$ cat src/verilog/cgtim_pkg.sv
// constants, types and layout of the complementary output timing block
//
// Behaviour
// - rise dead-band delays primary output turn-on
// - fall dead-band delays complementary output turn-on
// - rise blanking ignores falling events for count
// - fall blanking ignores rising events for count
// - phase count delays every accepted rising event
// - phase upper nibble reads zero, ignores writes
// - count fields kept through reset, power-up unknown
// - per-source bit picks edge or level sensing
package cgtim_pkg;

	////////////////////////////////////////////////////////////////////
	// bus widths
	localparam int DW = 8; // register data width
	localparam int AW = 3; // register address width
	localparam int NIB_W = 4; // width of one count field

	////////////////////////////////////////////////////////////////////
	// register offsets
	localparam logic [AW-1:0] A_CTRL = 3'h0; // generator_control_main
	localparam logic [AW-1:0] A_SRC = 3'h1; // generator_source_select
	localparam logic [AW-1:0] A_ASD = 3'h2; // shutdown_control
	localparam logic [AW-1:0] A_DB = 3'h3; // dead_band_counts
	localparam logic [AW-1:0] A_BLK = 3'h4; // blanking_counts
	localparam logic [AW-1:0] A_PH = 3'h5; // phase_delay_count

	////////////////////////////////////////////////////////////////////
	// field positions
	localparam int CTRL_EN_BIT = 7; // generator enable
	localparam int SRC_FALL_MODE_BIT = 7; // fall_source_edge_mode
	localparam int SRC_RISE_MODE_BIT = 6; // rise_source_edge_mode
	localparam int HI_LSB = 4; // upper nibble base
	localparam int LO_LSB = 0; // lower nibble base

	////////////////////////////////////////////////////////////////////
	// reset values of the control registers
	localparam logic [DW-1:0] CTRL_RST = 8'h00;
	localparam logic [DW-1:0] SRC_RST = 8'h00;
	localparam logic [DW-1:0] ASD_RST = 8'h00;
	localparam logic [DW-1:0] RD_NONE = 8'h00; // unmapped read value

	////////////////////////////////////////////////////////////////////
	// register bus request
	typedef struct packed {
		logic wr; // write strobe
		logic rd; // read strobe
		logic [AW-1:0] addr; // register offset
		logic [DW-1:0] wdata; // write data
	} cgtim_bus_type;

	// software count fields
	typedef struct packed {
		logic [NIB_W-1:0] rise_deadband_count;
		logic [NIB_W-1:0] fall_deadband_count;
		logic [NIB_W-1:0] rise_blank_count;
		logic [NIB_W-1:0] fall_blank_count;
		logic [NIB_W-1:0] rise_phase_count;
	} cgtim_counts_type;

	// last accepted event, one-hot
	typedef enum logic [2:0] {
		ST_OFF = 3'h1,
		ST_RISE = 3'h2,
		ST_FALL = 3'h4
	} cgtim_state_type;

endpackage

$ cat src/verilog/cgtim_timer.sv
// one down-counting delay timer used for phase, dead-band and blanking
module cgtim_timer #(
	parameter int W = 4
) (
	input wire logic i_core_clk,
	input wire logic i_nrst,
	input wire logic i_start,
	input wire logic i_abort,
	input wire logic [W-1:0] i_count,
	output logic o_fire,
	output logic o_busy
);
	import cgtim_pkg::*;

	// refuse a width the counter cannot hold
	if (W < 1 || W > DW) begin : g_bad_width
		$error("cgtim_timer: W out of range");
	end

	logic [W-1:0] cnt_q; // remaining periods

	////////////////////////////////////////////////////////////////////
	// load on start, count down to zero, abort wins over all
	always_ff @(posedge i_core_clk) begin
		if (!i_nrst || i_abort) begin
			cnt_q <= '0;
		end else if (i_start) begin
			cnt_q <= i_count;
		end else if (cnt_q != '0) begin
			cnt_q <= cnt_q - W'(1);
		end
	end

	////////////////////////////////////////////////////////////////////
	// fire at the last period, or at once for a zero count
	always_comb begin
		if (i_abort) begin
			o_fire = 1'b0;
		end else if (i_start) begin
			o_fire = (i_count == '0);
		end else begin
			o_fire = (cnt_q == W'(1));
		end
	end

	// busy for exactly the loaded number of periods
	assign o_busy = (cnt_q != '0);
endmodule

$ cat src/verilog/cgtim_core.sv
// complementary output timing: registers, event sensing, delay counters
module cgtim_core (
	input wire logic i_core_clk,
	input wire logic i_nrst,
	input wire cgtim_pkg::cgtim_bus_type i_bus,
	input wire logic i_rise_src,
	input wire logic i_fall_src,
	output logic [cgtim_pkg::DW-1:0] o_rdata,
	output logic o_primary,
	output logic o_compl
);
	import cgtim_pkg::*;

	////////////////////////////////////////////////////////////////////
	// helpers

	// upper nibble of a byte
	function automatic logic [NIB_W-1:0] nib_hi(input logic [DW-1:0] b);
		nib_hi = b[HI_LSB +: NIB_W];
	endfunction

	// lower nibble of a byte
	function automatic logic [NIB_W-1:0] nib_lo(input logic [DW-1:0] b);
		nib_lo = b[LO_LSB +: NIB_W];
	endfunction

	// two nibbles packed into a byte
	function automatic logic [DW-1:0] nib_join(
		input logic [NIB_W-1:0] hi,
		input logic [NIB_W-1:0] lo
	);
		nib_join = {hi, lo};
	endfunction

	////////////////////////////////////////////////////////////////////
	// declarations
	logic [DW-1:0] ctrl_q; // generator_control_main
	logic [DW-1:0] src_q; // generator_source_select
	logic [DW-1:0] asd_q; // shutdown_control, stored only
	cgtim_counts_type cnt_q; // count fields, no reset
	logic [DW-1:0] rd_d; // read mux
	logic [DW-1:0] rdata_q; // registered read data
	logic wr_ctrl; // write decodes
	logic wr_src;
	logic wr_asd;
	logic wr_db;
	logic wr_blk;
	logic wr_ph;
	logic en; // generator enabled
	logic rise_mode; // 1 edge, 0 level
	logic fall_mode; // 1 edge, 0 level
	logic rise_prev_q; // source history for edges
	logic fall_prev_q;
	logic rise_raw; // sensed source events
	logic fall_raw;
	logic rise_evt; // accepted events
	logic fall_evt;
	logic rise_go; // rising event after phase delay
	logic prim_on; // primary turn-on instant
	logic compl_on; // complementary turn-on instant
	logic ph_busy; // phase delay running
	logic blank_f_busy; // falling events inhibited
	logic blank_r_busy; // rising events inhibited
	logic prim_q; // output flops
	logic compl_q;
	cgtim_state_type state_q; // last accepted event

	////////////////////////////////////////////////////////////////////
	// address decode

	// write strobes per register
	always_comb begin
		wr_ctrl = i_bus.wr && (i_bus.addr == A_CTRL);
		wr_src = i_bus.wr && (i_bus.addr == A_SRC);
		wr_asd = i_bus.wr && (i_bus.addr == A_ASD);
		wr_db = i_bus.wr && (i_bus.addr == A_DB);
		wr_blk = i_bus.wr && (i_bus.addr == A_BLK);
		wr_ph = i_bus.wr && (i_bus.addr == A_PH);
	end

	////////////////////////////////////////////////////////////////////
	// control registers, cleared by reset

	// enable and unused control bits
	always_ff @(posedge i_core_clk) begin
		if (!i_nrst) begin
			ctrl_q <= CTRL_RST;
		end else if (wr_ctrl) begin
			ctrl_q <= i_bus.wdata;
		end
	end

	// source sensing modes
	always_ff @(posedge i_core_clk) begin
		if (!i_nrst) begin
			src_q <= SRC_RST;
		end else if (wr_src) begin
			src_q <= i_bus.wdata;
		end
	end

	// shutdown settings, held for software only
	always_ff @(posedge i_core_clk) begin
		if (!i_nrst) begin
			asd_q <= ASD_RST;
		end else if (wr_asd) begin
			asd_q <= i_bus.wdata;
		end
	end

	////////////////////////////////////////////////////////////////////
	// count fields: no reset term, so any reset leaves them intact
	always_ff @(posedge i_core_clk) begin
		if (wr_db) begin
			cnt_q.rise_deadband_count <= nib_hi(i_bus.wdata);
			cnt_q.fall_deadband_count <= nib_lo(i_bus.wdata);
		end
		if (wr_blk) begin
			cnt_q.rise_blank_count <= nib_hi(i_bus.wdata);
			cnt_q.fall_blank_count <= nib_lo(i_bus.wdata);
		end
		if (wr_ph) begin
			// upper nibble is dropped, not stored
			cnt_q.rise_phase_count <= nib_lo(i_bus.wdata);
		end
	end

	////////////////////////////////////////////////////////////////////
	// read path
	always_comb begin
		case (i_bus.addr)
			A_CTRL: rd_d = ctrl_q;
			A_SRC: rd_d = src_q;
			A_ASD: rd_d = asd_q;
			A_DB: rd_d = nib_join(cnt_q.rise_deadband_count,
				cnt_q.fall_deadband_count);
			A_BLK: rd_d = nib_join(cnt_q.rise_blank_count,
				cnt_q.fall_blank_count);
			A_PH: rd_d = nib_join('0, cnt_q.rise_phase_count);
			default: rd_d = RD_NONE;
		endcase
	end

	// data stand one cycle after the read strobe, else zero
	always_ff @(posedge i_core_clk) begin
		if (!i_nrst) begin
			rdata_q <= RD_NONE;
		end else if (i_bus.rd) begin
			rdata_q <= rd_d;
		end else begin
			rdata_q <= RD_NONE;
		end
	end

	////////////////////////////////////////////////////////////////////
	// mode decode
	always_comb begin
		en = ctrl_q[CTRL_EN_BIT];
		rise_mode = src_q[SRC_RISE_MODE_BIT];
		fall_mode = src_q[SRC_FALL_MODE_BIT];
	end

	// source history for edge sensing
	always_ff @(posedge i_core_clk) begin
		if (!i_nrst) begin
			rise_prev_q <= 1'b0;
			fall_prev_q <= 1'b0;
		end else begin
			rise_prev_q <= i_rise_src;
			fall_prev_q <= i_fall_src;
		end
	end

	////////////////////////////////////////////////////////////////////
	// event sensing: edge mode wants a low-to-high change,
	// level mode takes a high input unless that event already stands
	always_comb begin
		if (rise_mode) begin
			rise_raw = i_rise_src && !rise_prev_q;
		end else begin
			rise_raw = i_rise_src && (state_q != ST_RISE);
		end
		if (fall_mode) begin
			fall_raw = i_fall_src && !fall_prev_q;
		end else begin
			fall_raw = i_fall_src && (state_q != ST_FALL);
		end
	end

	// blanking gates the opposite source; fall wins a tie for safety
	always_comb begin
		fall_evt = en && fall_raw && !blank_f_busy;
		rise_evt = en && rise_raw && !blank_r_busy && !fall_evt;
	end

	////////////////////////////////////////////////////////////////////
	// last accepted event
	always_ff @(posedge i_core_clk) begin
		if (!i_nrst) begin
			state_q <= ST_OFF;
		end else begin
			case (state_q)
				ST_OFF, ST_RISE, ST_FALL: begin
					if (!en) begin
						state_q <= ST_OFF;
					end else if (fall_evt) begin
						state_q <= ST_FALL;
					end else if (rise_evt) begin
						state_q <= ST_RISE;
					end
				end
				default: state_q <= ST_OFF;
			endcase
		end
	end

	////////////////////////////////////////////////////////////////////
	// delay timers

	// phase delay of the rising event
	cgtim_timer #(.W(NIB_W)) u_phase (
		.i_core_clk(i_core_clk),
		.i_nrst(i_nrst),
		.i_start(rise_evt),
		.i_abort(fall_evt || !en),
		.i_count(cnt_q.rise_phase_count),
		.o_fire(rise_go),
		.o_busy(ph_busy)
	);

	// rising dead-band before primary turns on
	cgtim_timer #(.W(NIB_W)) u_rise_db (
		.i_core_clk(i_core_clk),
		.i_nrst(i_nrst),
		.i_start(rise_go),
		.i_abort(fall_evt || !en),
		.i_count(cnt_q.rise_deadband_count),
		.o_fire(prim_on),
		.o_busy()
	);

	// falling dead-band before complementary turns on
	cgtim_timer #(.W(NIB_W)) u_fall_db (
		.i_core_clk(i_core_clk),
		.i_nrst(i_nrst),
		.i_start(fall_evt),
		.i_abort(rise_go || !en),
		.i_count(cnt_q.fall_deadband_count),
		.o_fire(compl_on),
		.o_busy()
	);

	// after a rising event, falling input is blanked
	cgtim_timer #(.W(NIB_W)) u_blank_f (
		.i_core_clk(i_core_clk),
		.i_nrst(i_nrst),
		.i_start(rise_evt),
		.i_abort(!en),
		.i_count(cnt_q.rise_blank_count),
		.o_fire(),
		.o_busy(blank_f_busy)
	);

	// after a falling event, rising input is blanked
	cgtim_timer #(.W(NIB_W)) u_blank_r (
		.i_core_clk(i_core_clk),
		.i_nrst(i_nrst),
		.i_start(fall_evt),
		.i_abort(!en),
		.i_count(cnt_q.fall_blank_count),
		.o_fire(),
		.o_busy(blank_r_busy)
	);

	////////////////////////////////////////////////////////////////////
	// primary output: off at once on fall, on after rise dead-band
	always_ff @(posedge i_core_clk) begin
		if (!i_nrst || !en) begin
			prim_q <= 1'b0;
		end else if (fall_evt) begin
			prim_q <= 1'b0;
		end else if (prim_on) begin
			prim_q <= 1'b1;
		end
	end

	// complementary output: off after rise phase delay, on after fall dead-band
	always_ff @(posedge i_core_clk) begin
		if (!i_nrst || !en) begin
			compl_q <= 1'b0;
		end else if (rise_go) begin
			compl_q <= 1'b0;
		end else if (compl_on) begin
			compl_q <= 1'b1;
		end
	end

	// outputs straight from flops
	assign o_primary = prim_q;
	assign o_compl = compl_q;
	assign o_rdata = rdata_q;
endmodule

$ cat config.mk
export PLATFORM = sky130hd
export DESIGN_NAME = cgtim_core
export DESIGN_NICKNAME = d
export VERILOG_FILES = /design/src/verilog/cgtim_pkg.sv /design/src/verilog/cgtim_timer.sv /design/src/verilog/cgtim_core.sv
export SDC_FILE = /design/constraint.sdc
export NUM_CORES = 1
export LEC_CHECK = 0
export ABC_AREA = 1
export BUFFER_PORTS_ARGS = -buffer_cell sky130_fd_sc_hd__buf_4
export CELL_PAD_IN_SITES_DETAIL_PLACEMENT = 1
export CELL_PAD_IN_SITES_GLOBAL_PLACEMENT = 1
export CORE_AREA = 2 2 100 102
export CTS_CLUSTER_DIAMETER = 150
export DETAILED_ROUTE_END_ITERATION = 8
export DIE_AREA = 0 0 102 104
export PLACE_DENSITY = 0.78
export SLEW_MARGIN = 20
export SYNTH_ARGS = -nofsm -noshare
export SYNTH_HDL_FRONTEND = slang
export SYNTH_SLANG_ARGS = --single-unit
$ cat constraint.sdc
create_clock -name i_core_clk -period 1.6 [get_ports i_core_clk]
set_clock_uncertainty 0.2 [all_clocks]
set_input_delay 0.08 -clock i_core_clk [delete_from_list [all_inputs] [get_ports i_core_clk]]
set_output_delay 0.08 -clock i_core_clk [all_outputs]
set_load 0.01 [all_outputs]
== Yosys cells after proc, flatten, opt, wreduce, memory -nomap -nowiden ==
Index checks and enable logic that the tools add are counted.

* Flip-flop bits (word level): 79
* Input port bits: 17
* Output and inout port bits: 10
* Word-level logic and storage cells: 110

* $add $sub $neg: 5
* Eq/ne operators: 13
* Mux-type cells: 21
* Bitwise logic cells: 3
* Reductions and logical operators: 48

{| class="wikitable"
|+ Operators with widths
! kind !! count
|-
| $pmux 8 s6 || 1
|-
| $mux 4 || 10
|-
| $reduce_bool 4->1 || 5
|-
| $sub 4x1->4 const B || 5
|-
| $logic_and 1x1->1 || 15
|-
| $eq 4x1->1 const B || 3
|-
| $logic_not 4->1 || 3
|-
| $reduce_bool 2->1 || 6
|-
| $eq 3x2->1 const B || 3
|-
| $eq 3x3->1 const B || 3
|-
| $mux 1 || 8
|-
| $logic_not 1->1 || 7
|-
| $eq 3x1->1 const B || 2
|-
| $mux 3 || 2
|-
| $logic_or 1x1->1 || 5
|-
| $reduce_or 2->1 || 2
|-
| $reduce_or 4->1 || 1
|-
| $logic_not 3->1 || 1
|-
| $ne 3x2->1 const B || 1
|-
| $ne 3x3->1 const B || 1
|-
| $not 1->1 || 3
|-
| $reduce_and 3->1 || 1
|-
| $reduce_or 3->1 || 1
|-
| $reduce_and 2->1 || 1
|}

== Longest topological paths before layout ==
Gate-level depths: netlist (run 1).

* Word-level depth: 11
* Mapped depth: 12
* Gate-level depth less buffers: 12

== Hierarchy ==
Synthesis (run 1) repeated with hierarchy kept, for this count alone.

* Cells, all modules: 523
* Area total of the unflattened synthesis: 4012.6 sq um

{| class="wikitable"
|+ By module, submodules not included
! module !! times used !! cells an instance !! area each (sq um) !! sequential area each (sq um)
|-
| cgtim_core || 1 || 293 || 2472.4 || 1381.3
|-
| cgtim_timer at u_blank_f ... || 3 || 46 || 304.0 || 80.1
|-
| cgtim_timer at u_phase ... || 2 || 46 || 314.1 || 80.1
|}

== Worst setup path after synthesis (run 1) ==
No wires, ideal clock.

* Kind: reg2reg
* Start: reg u_blank_r.cnt_q[0]
* End: reg u_blank_f.cnt_q[1]
* Setup time: 0.122 ns
* Data arrival time: 1.383 ns
* Data required time: 1.278 ns
* Setup slack: -0.104 ns
* Stages on the path, launching flop included: 11
* Path buffers: 1
* Clock period less this slack: 1.704 ns
* Cells stage by stage: dfxtp_1 -> inv_1 -> ha_1 -> nand2_1 -> nor2_1 -> nand2_2 -> nor2_4 -> nand2_4 -> buf_6 -> o21ai_0 -> a21oi_1

* Cells in the longest elaborated chain, start to end: 5
* Elaborated cells on any way between the ends: 6
* Classes of those cells: 1 x mux; 5 x reduce/logical

{| class="wikitable"
|+ Ends and longest elaborated chain
! what !! RTL line !! RTL
|-
| from (decl) || cgtim_timer.sv:20 || <nowiki>logic [W-1:0] cnt_q;</nowiki>
|-
| from (signal assigned) || cgtim_timer.sv:28 || <nowiki>cnt_q <= i_count;</nowiki>
|-
| from (signal assigned) || cgtim_timer.sv:30 || <nowiki>cnt_q <= cnt_q - W'(1);</nowiki>
|-
| $reduce_bool 4->1 * || cgtim_timer.sv:47 || <nowiki>assign o_busy = (cnt_q != '0);</nowiki>
|-
| $logic_not 1->1 * || cgtim_core.sv:193 || <nowiki>rise_evt = en && rise_raw && !blank_r_busy && !fall_evt;</nowiki>
|-
| $logic_and 1x1->1 * (2 in a row) || cgtim_core.sv:193 ||
|-
| $mux 4 / $reduce_bool 2->1 (equally long branches) || -- ||
|-
| to (signal assigned) || cgtim_timer.sv:28 ||
|-
| to (signal assigned) || cgtim_timer.sv:30 ||
|-
| to (decl) || cgtim_timer.sv:20 ||
|}

Every way passes the cells marked *; elsewhere a longest branch is shown, timed or not.
A chain may end at the register's enable or synchronous reset.

== Worst setup path after layout (run 1) ==
* Start: reg state_q[2]
* End: reg u_rise_db.cnt_q[1]

* Cells in the longest elaborated chain, start to end: 10
* Elaborated cells on any way between the ends: 18
* Classes of those cells: 2 x eq/ne; 5 x mux; 11 x reduce/logical

{| class="wikitable"
|+ Ends and longest elaborated chain
! what !! RTL line !! RTL
|-
| from (decl) || cgtim_core.sv:66 || <nowiki>cgtim_state_type state_q;</nowiki>
|-
| from (signal assigned) || cgtim_core.sv:200 || <nowiki>state_q <= ST_OFF;</nowiki>
|-
| from (signal assigned) || cgtim_core.sv:205 || <nowiki>state_q <= ST_OFF;</nowiki>
|-
| from (signal assigned) || cgtim_core.sv:207 || <nowiki>state_q <= ST_FALL;</nowiki>
|-
| $ne 3x3->1 || cgtim_core.sv:186 || <nowiki>fall_raw = i_fall_src && (state_q != ST_FALL);</nowiki>
|-
| $logic_and 1x1->1 || cgtim_core.sv:186 ||
|-
| $mux 1 || cgtim_core.sv:183 || <nowiki>if (fall_mode) begin</nowiki>
|-
| $logic_and 1x1->1 (2 in a row) || cgtim_core.sv:192 || <nowiki>fall_evt = en && fall_raw && !blank_f_busy;</nowiki>
|-
| $logic_not 1->1 || cgtim_core.sv:193 ||
|-
| $logic_and 1x1->1 || cgtim_core.sv:193 ||
|-
| $mux 1 || cgtim_timer.sv:39 || <nowiki>end else if (i_start) begin</nowiki>
|-
| $mux 1 || cgtim_timer.sv:37 || <nowiki>if (i_abort) begin</nowiki>
|-
| $mux 4 / $reduce_bool 2->1 (equally long branches) || -- ||
|-
| to (signal assigned) || cgtim_timer.sv:28 ||
|-
| to (signal assigned) || cgtim_timer.sv:30 ||
|-
| to (decl) || cgtim_timer.sv:20 ||
|}

Several ways; a longest one is shown, not always the timed one.

==> results.py, run 1 <==
metrics = {
    "status": {
        "status": "finished with violations",
        "violations": "setup timing",
    },
    "flow_run": {
        "max-cap-violations": 0,
    },
    "finish": {
        "final_layout_size_suffix_gt1_share_pct": 34.8,
        "diodes": 0,
        "syn2layout_area_growth_pct": 43.8,
        "fin_nets": 579,
        "seq_area_mm2": 0.00179,
        "postLayoutCellArea_mm2": 0.00519,
        "multi_input_area_mm2": 0.00186,
        "fillers": 1152,
        "instances_no_fill": 687,
    },
    "timing": {
        "setup_violations": 25,
        "hold_viol_final": 0,
        "worst_pin_slew_ps": 433,
        "fmax_mhz": 516,
        "setup-tns-final_ps": -5220,
        "fin_hold_ws_ps": 9.36,
        "fin_ws_ps": -340,
        "relSlewSlack_pct": 70.9,
        "finalMaxSlewViolations": 0,
        "fin_crit_sh_pct": 121,
        "rsz0062_at_grt": "yes",
        "fin_crit_ps": 1940,
    },
    "global_routing": {
        "grt_max_degree": 19,
        "grt_pass1_vias": 3688,
        "grt_pass1_wl_um": 19200,
        "grt-ovfl-total": 0,
        "antenna_found_initial": 0,
        "grt_usage_pct": 23.5,
    },
    "critical_path": {
        "crit_path_start_kind": "register",
        "cp.required_ps": 1680,
        "endpoint_kind": "register",
        "critPathKind": "register to register",
        "cp_max_fo": 8,
        "worstPathArrival_ps": 2020,
    },
    "floorplan": {
        "coreArea_mm2": 0.00955,
        "die_area_mm2": 0.0106,
        "start_util_pct": 37.8,
        "dieWidth_um": 102,
        "fp-row-count": 36,
        "io_pins": 27,
        "fp.dieH_um": 104,
    },
    "routing": {
        "via_count": 3627,
        "routed_wl_um": 13600,
        "drt_iter0_drc": 193,
        "viasPerCell": 5.28,
        "dr.pass1.iters": 5,
        "antenna_left": 0,
        "drc": 0,
        "wl_per_cell_um": 19.7,
    },
    "logic_synthesis": {
        "synth.area.top_cells": "dfxtp_1 33%, edfxtp_1 17%, nand2_1 6.4%",
        "post_synth_instance_area_mm2": 0.00361,
        "yosys_warnings": 0,
        "syn_area_per_cell_um2": 8.38,
        "synth_cell_types": 38,
        "ys_seq_area_share_pct": 49.3,
        "synth_top_area_share_pct": 32.7,
        "syn_inst": 431,
        "synth-seq-cells": 79,
        "synth_nets": 461,
        "yosys.area.top_type": "dfxtp_1",
    },
    "cts": {
        "clk_pin_slew_ps": 100,
        "cts_tree": "done",
        "cts-root-buf": "clkbuf_8",
        "numCtsBuffers": 9,
        "htree_levels": 3,
        "clock_sinks": 79,
        "clk_latency_ps": 370,
        "cts_buffer_depth": 2,
    },
    "placement": {
        "gp_congestion": 0.812,
        "dp_hpwl_um": 8230,
        "place_area_mm2": 0.00443,
        "dp.cells": 640,
        "port_buffers": 26,
    },
    "power": {
        "peakVddDrop_uv": 574,
        "power_leakage_uw": 0.00210,
        "powerDensity_mw_per_mm2": 797,
    },
    "hold_path": {
        "min_path_type": "primary input to register",
    },
}
cell type report:
| type | count | area share, % |
|---|---|---|
| timing repair buffer | 113 | 17.6 |
| clock buffer | 11 | 2.94 |
| tap | 133 | 3.20 |
| sequential | 79 | 34.5 |
| multi-input combinational | 285 | 35.8 |
| inverter | 61 | 4.79 |
| clock inverter | 5 | 1.23 |
through the flow:
step | worst slack [ps] | total power, uW | util [%]
finish | -340 | 4140 | 54.4
detailed placement | -218 | 2430 | 46.4
CTS | -187 | 4090 | 51.4
floorplan | -39.2 | 2280 | -
global placement | -115 | 2420 | 46.4
global route | -403 | 4270 | 54.4
sequential cells by signal (all words and copies together), names as in the netlist, 4 cells and up:
name,flops
cnt_q,20
o_rdata,8
u_phase.cnt_q,4
u_blank_r.cnt_q,4
src_q,8
u_rise_db.cnt_q,4
u_fall_db.cnt_q,4
u_blank_f.cnt_q,4
ctrl_q,8
asd_q,8
where the power goes:
group,internal (uW),total [uW],switching (uW)
clock network,831,1670,838
logic,149,352,203
registers,2090,2120,27.0
total,3070,4140,1070
routing by layer:
metal	wire [um]	share of wire [%]	global-route usage, %
met1	5340	39	28.7
met2	7180	53	41.7
met3	577	4.3	3.49
met4	461	3.4	7.71
met5	0	0	0
cell usage after synthesis (all sizes together):
| master | n |
|---|---|
| buf | 5 |
| nor4 | 2 |
| o221ai | 2 |
| o22ai | 5 |
| edfxtp | 20 |
| xor2 | 6 |
| a211oi | 11 |
| nand2 | 67 |
| a31o | 1 |
| nand3 | 20 |
| nor2 | 63 |
| a21oi | 33 |
| xnor2 | 5 |
| a32o | 1 |
| inv | 61 |
| ha | 13 |
| a221oi | 2 |
| nor3 | 8 |
| nand4 | 1 |
| dfxtp | 59 |
| o211ai | 1 |
| o2bb2ai | 1 |
| o21ai | 41 |
| a31oi | 1 |
| clkbuf | 2 |
worst max-delay path, cell delays in order (launching register included):
cell and delay (ps):
dfxtp_1 360, inv_1 150, nand3_1 180, nor2_1 230, nor2_4 80, nand2_8 110, nand2_8 70, nand2_8 120
nand3_4 130, nor2_4 150, nor2_2 60
kinds of logic after synthesis:
family	count (synthesis)	synth area share, %
AND/OR/NAND/NOR	161	20.3
AO/OA/AOI/OAI	99	15.9
flip-flops	79	49.3
buffers and inverters	68	7.38
adder cells (fa/ha/maj)	13	4.50
XOR/XNOR	11	2.67
cell usage in the layout, fill, tap and decap left out, types with 7 or more instances in the layout:
cell type	instances
dlygate4sd3_1	12
edfxtp_1	20
o21ai_1	7
buf_4	94
o21ai_0	30
nand3_1	13
clkbuf_8	9
a211oi_2	7
nand2_1	54
nor2_2	9
a21oi_1	30
nor2_4	12
dfxtp_1	53
inv_1	51
nor2_1	42
ha_1	11
inv_2	7
final timing paths:
kind | end | depth (start not counted) | slack [ps] | from
max reg2reg | u_rise_db.cnt_q[1] | 10 | -340 | state_q[2]
max | u_rise_db.cnt_q[1] | 10 | -340 | state_q[2]
min reg2reg | asd_q[4] | 2 | 260 | asd_q[4]
min | o_rdata[3] | 4 | 9 | i_bus[10]
what timing repair did:
action                                  in CTS  in global routing
buffers inserted                             5                 14
endpoints found under the setup margin      21                 36
cloned                                       1                  0
hold buffers                                12                  0
pin swaps                                    7                 20
resized for setup                           21                 54
endpoints found under the hold margin       46                  0
Power figures use the tool's default switching activity.
==> run 2, diff against run 1 <==
--- a/config.mk
+++ b/config.mk
@@ -5,16 +5,17 @@
 export SDC_FILE = /design/constraint.sdc
 export NUM_CORES = 1
 export LEC_CHECK = 0
-export ABC_AREA = 1
 export BUFFER_PORTS_ARGS = -buffer_cell sky130_fd_sc_hd__buf_4
+export CAP_MARGIN = 20
 export CELL_PAD_IN_SITES_DETAIL_PLACEMENT = 1
 export CELL_PAD_IN_SITES_GLOBAL_PLACEMENT = 1
-export CORE_AREA = 2 2 100 102
+export CORE_AREA = 2 2 103 105
 export CTS_CLUSTER_DIAMETER = 150
 export DETAILED_ROUTE_END_ITERATION = 8
-export DIE_AREA = 0 0 102 104
-export PLACE_DENSITY = 0.78
+export DIE_AREA = 0 0 105 107
+export PLACE_DENSITY = 0.75
 export SLEW_MARGIN = 20
 export SYNTH_ARGS = -nofsm -noshare
 export SYNTH_HDL_FRONTEND = slang
+export SYNTH_HIERARCHICAL = 1
 export SYNTH_SLANG_ARGS = --single-unit
==> run 2 against run 1 <==
  * The flow still finishes with violations (setup timing)
  * Synthesized area is 3.7% higher
  * Maximum frequency is 28% lower
  * Count of clock-buffer cells in the layout is 1 lower
  * Via count is 12% lower
  * Utilization is 3.0 points lower
  * Die area is 5.9% higher
  * First-iteration DRC count is 36% lower
  * Synthesized cell count is 14% lower
  * Setup slack worse by 760 ps
  * Clock power is 14% lower
  * Critical path type unchanged
  * Largest power group unchanged
==> results.py, run 2 <==
metrics = {
    "status": {
        "status": "finished with violations",
        "violations": "setup timing",
    },
    "critical_path": {
        "cpMaxStageDelayCell": "nor4b_4",
        "r2r-start": "u_blank_f/cnt_q[0]",
        "cpMostUsedCell": "nor4b_4",
        "cp_max_fo": 4,
        "endpoint_kind": "register",
        "rrSetupSlack_ps": -1100,
        "crit_chain": "inv_2, ha_4, nor3b_4, inv_2, nor4b_4, nor3_4, nor4b_4, a21oi_2, nor2_2, buf_6, nor4b_4, a21oi_2, nor2_1, o211ai_1, nor2_1",
        "reg2reg_depth": 15,
        "critPathKind": "register to register",
        "cp.required_ps": 1650,
        "worst_r2r_endpoint": "o_primary",
        "worstPathArrival_ps": 2750,
        "crit_path_start_kind": "register",
        "slowest_delay_ps": 350,
    },
    "logic_synthesis": {
        "yosys_warnings": 6,
        "syn_area_per_cell_um2": 10.1,
        "synth_nets": 401,
        "syn_inst": 371,
        "post_synth_instance_area_mm2": 0.00374,
    },
    "timing": {
        "setup_violations": 25,
        "fin_ws_ps": -1100,
        "relSlewSlack_pct": 70.8,
        "fin_crit_sh_pct": 169,
        "hold_viol_final": 0,
        "finalMaxSlewViolations": 0,
        "fin_crit_ps": 2700,
        "worst_pin_slew_ps": 434,
        "fmax_mhz": 370,
        "fin_hold_ws_ps": 38.8,
        "rsz0062_at_grt": "yes",
    },
    "routing": {
        "drc": 0,
        "wl_met3_um": 311,
        "m1WireLength_um": 5080,
        "wl_per_cell_um": 18.3,
        "highest_layer": "met4",
        "dr.pass1.iters": 4,
        "route.met2.wl_um": 5800,
        "drt_iter0_drc": 124,
        "via_count": 3180,
        "viasPerCell": 5.08,
        "routed_wl_um": 11500,
        "antenna_left": 0,
    },
    "hold_path": {
        "hold_end": "ctrl_q[3]",
        "min_path_type": "primary input to register",
        "min_delay_path_depth": 4,
        "hp-start": "i_bus[9]",
    },
    "finish": {
        "largest_reg_flops": 20,
        "final_common_cell": "buf_4",
        "final_cell_mix": "87 x buf_4, 76 x nand2_1, 54 x dfxtp_1, 20 x edfxtp_1, 16 x dlygate4sd3_1",
        "instances_no_fill": 626,
        "syn2layout_area_growth_pct": 38.5,
        "diodes": 0,
        "final_layout_size_suffix_gt1_share_pct": 36.7,
        "fin_nets": 515,
        "postLayoutCellArea_mm2": 0.00519,
        "regMostFlops": "cnt_q",
    },
    "floorplan": {
        "dieWidth_um": 105,
        "start_util_pct": 37.1,
        "die_area_mm2": 0.0112,
        "coreArea_mm2": 0.0101,
        "fp-row-count": 37,
        "io_pins": 27,
        "fp.dieH_um": 107,
    },
    "cts": {
        "numCtsBuffers": 9,
        "clk_latency_ps": 350,
        "clk_pin_slew_ps": 90,
        "cts_tree": "done",
        "cts-root-buf": "clkbuf_8",
        "clock_sinks": 79,
        "cts_buffer_depth": 2,
        "htree_levels": 3,
    },
    "power": {
        "power.share.clock_pct": 37.3,
        "powerDensity_mw_per_mm2": 745,
        "power_uw": 3860,
        "combPwrFrac_pct": 8.2,
        "switching_share_pct": 26.0,
        "seqPwrFrac_pct": 54.5,
        "peakVddDrop_uv": 352,
        "p_sw_uw": 1000,
        "power_leakage_uw": 0.00187,
        "p_int_uw": 2860,
    },
    "global_routing": {
        "grt_max_degree": 27,
        "grt_pass1_wl_um": 18000,
        "grt_pass1_vias": 3449,
        "grt_usage_pct": 20.9,
        "antenna_found_initial": 0,
        "grt-ovfl-total": 0,
    },
    "placement": {
        "dp_hpwl_um": 7970,
        "place_area_mm2": 0.00449,
        "dp.cells": 577,
        "post-place-ws_ps": -1130,
        "port_buffers": 26,
        "gp_congestion": 0.811,
    },
    "flow_run": {
        "max-cap-violations": 0,
    },
}
run 2: per-stage QoR:
step                      TNS (ps)  utilization [%]
after floorplan             -20680                -
after global placement      -14440             44.4
after detailed placement    -16780             44.4
after CTS                   -17020             49.0
after global routing        -20830             51.4
final                       -18220             51.4
run 2: what timing repair did:
item / in CTS / in global routing
pin swaps: 12 / 15
setup buffers: 7 / 12
gates resized for setup: 18 / 36
hold endpoints to repair: 61 / 0
setup endpoints to repair: 26 / 26
gates cloned: 0 / 1
hold buffers: 16 / 0
run 2: routing by layer:
layer,global-route usage (%),vias to the layer above
li1,-,1534
met1,25.4,1566
met2,36.5,58
met3,4.07,22
met4,8.00,0
met5,0,-
run 2: area by class of cell:
| cell class | count | area, um^2 |
|---|---|---|
| Clock inverter | 6 | 48.8 |
| Multi-Input combinational cell | 268 | 2060 |
| Clock buffer | 10 | 138 |
| Timing Repair Buffer | 113 | 926 |
| Fill cell | 1172 | 4910 |
| Tap cell | 136 | 170 |
| Sequential cell | 79 | 1790 |
| Inverter | 14 | 52.6 |
run 2: worst max-delay path: cells and delay by family, from the launching register on:
| family | cells | cell delay (ps) |
|---|---|---|
| buffers and inverters | 3 | 310 |
| adder cells (fa/ha/maj) | 1 | 120 |
| AO/OA/AOI/OAI | 3 | 360 |
| flip-flops | 1 | 340 |
| AND/OR/NAND/NOR | 8 | 1280 |
run 2: power by group through the flow:
stage | Clock (uW) | Combinational (uW) | Sequential [uW]
floorplan | 0 | 143 | 2140
global placement | 0 | 259 | 2150
detailed placement | 0 | 268 | 2150
CTS | 1480 | 304 | 2100
global route | 1570 | 342 | 2110
finish | 1440 | 316 | 2100
run 2: worst max-delay path by stage:
stage / from / depth (start not counted) / end / slack, ps
after detailed placement: u_blank_f/cnt_q[1] / 15 / o_primary / -1130
after floorplan: u_blank_f/cnt_q[0] / 13 / u_fall_db/cnt_q[3] / -1410
after global placement: u_blank_f/cnt_q[1] / 13 / u_fall_db/cnt_q[3] / -950
after global routing: u_blank_r/cnt_q[0] / 15 / o_primary / -1270
after CTS: u_blank_f/cnt_q[1] / 15 / o_primary / -1100
final: u_blank_f/cnt_q[0] / 15 / o_primary / -1100
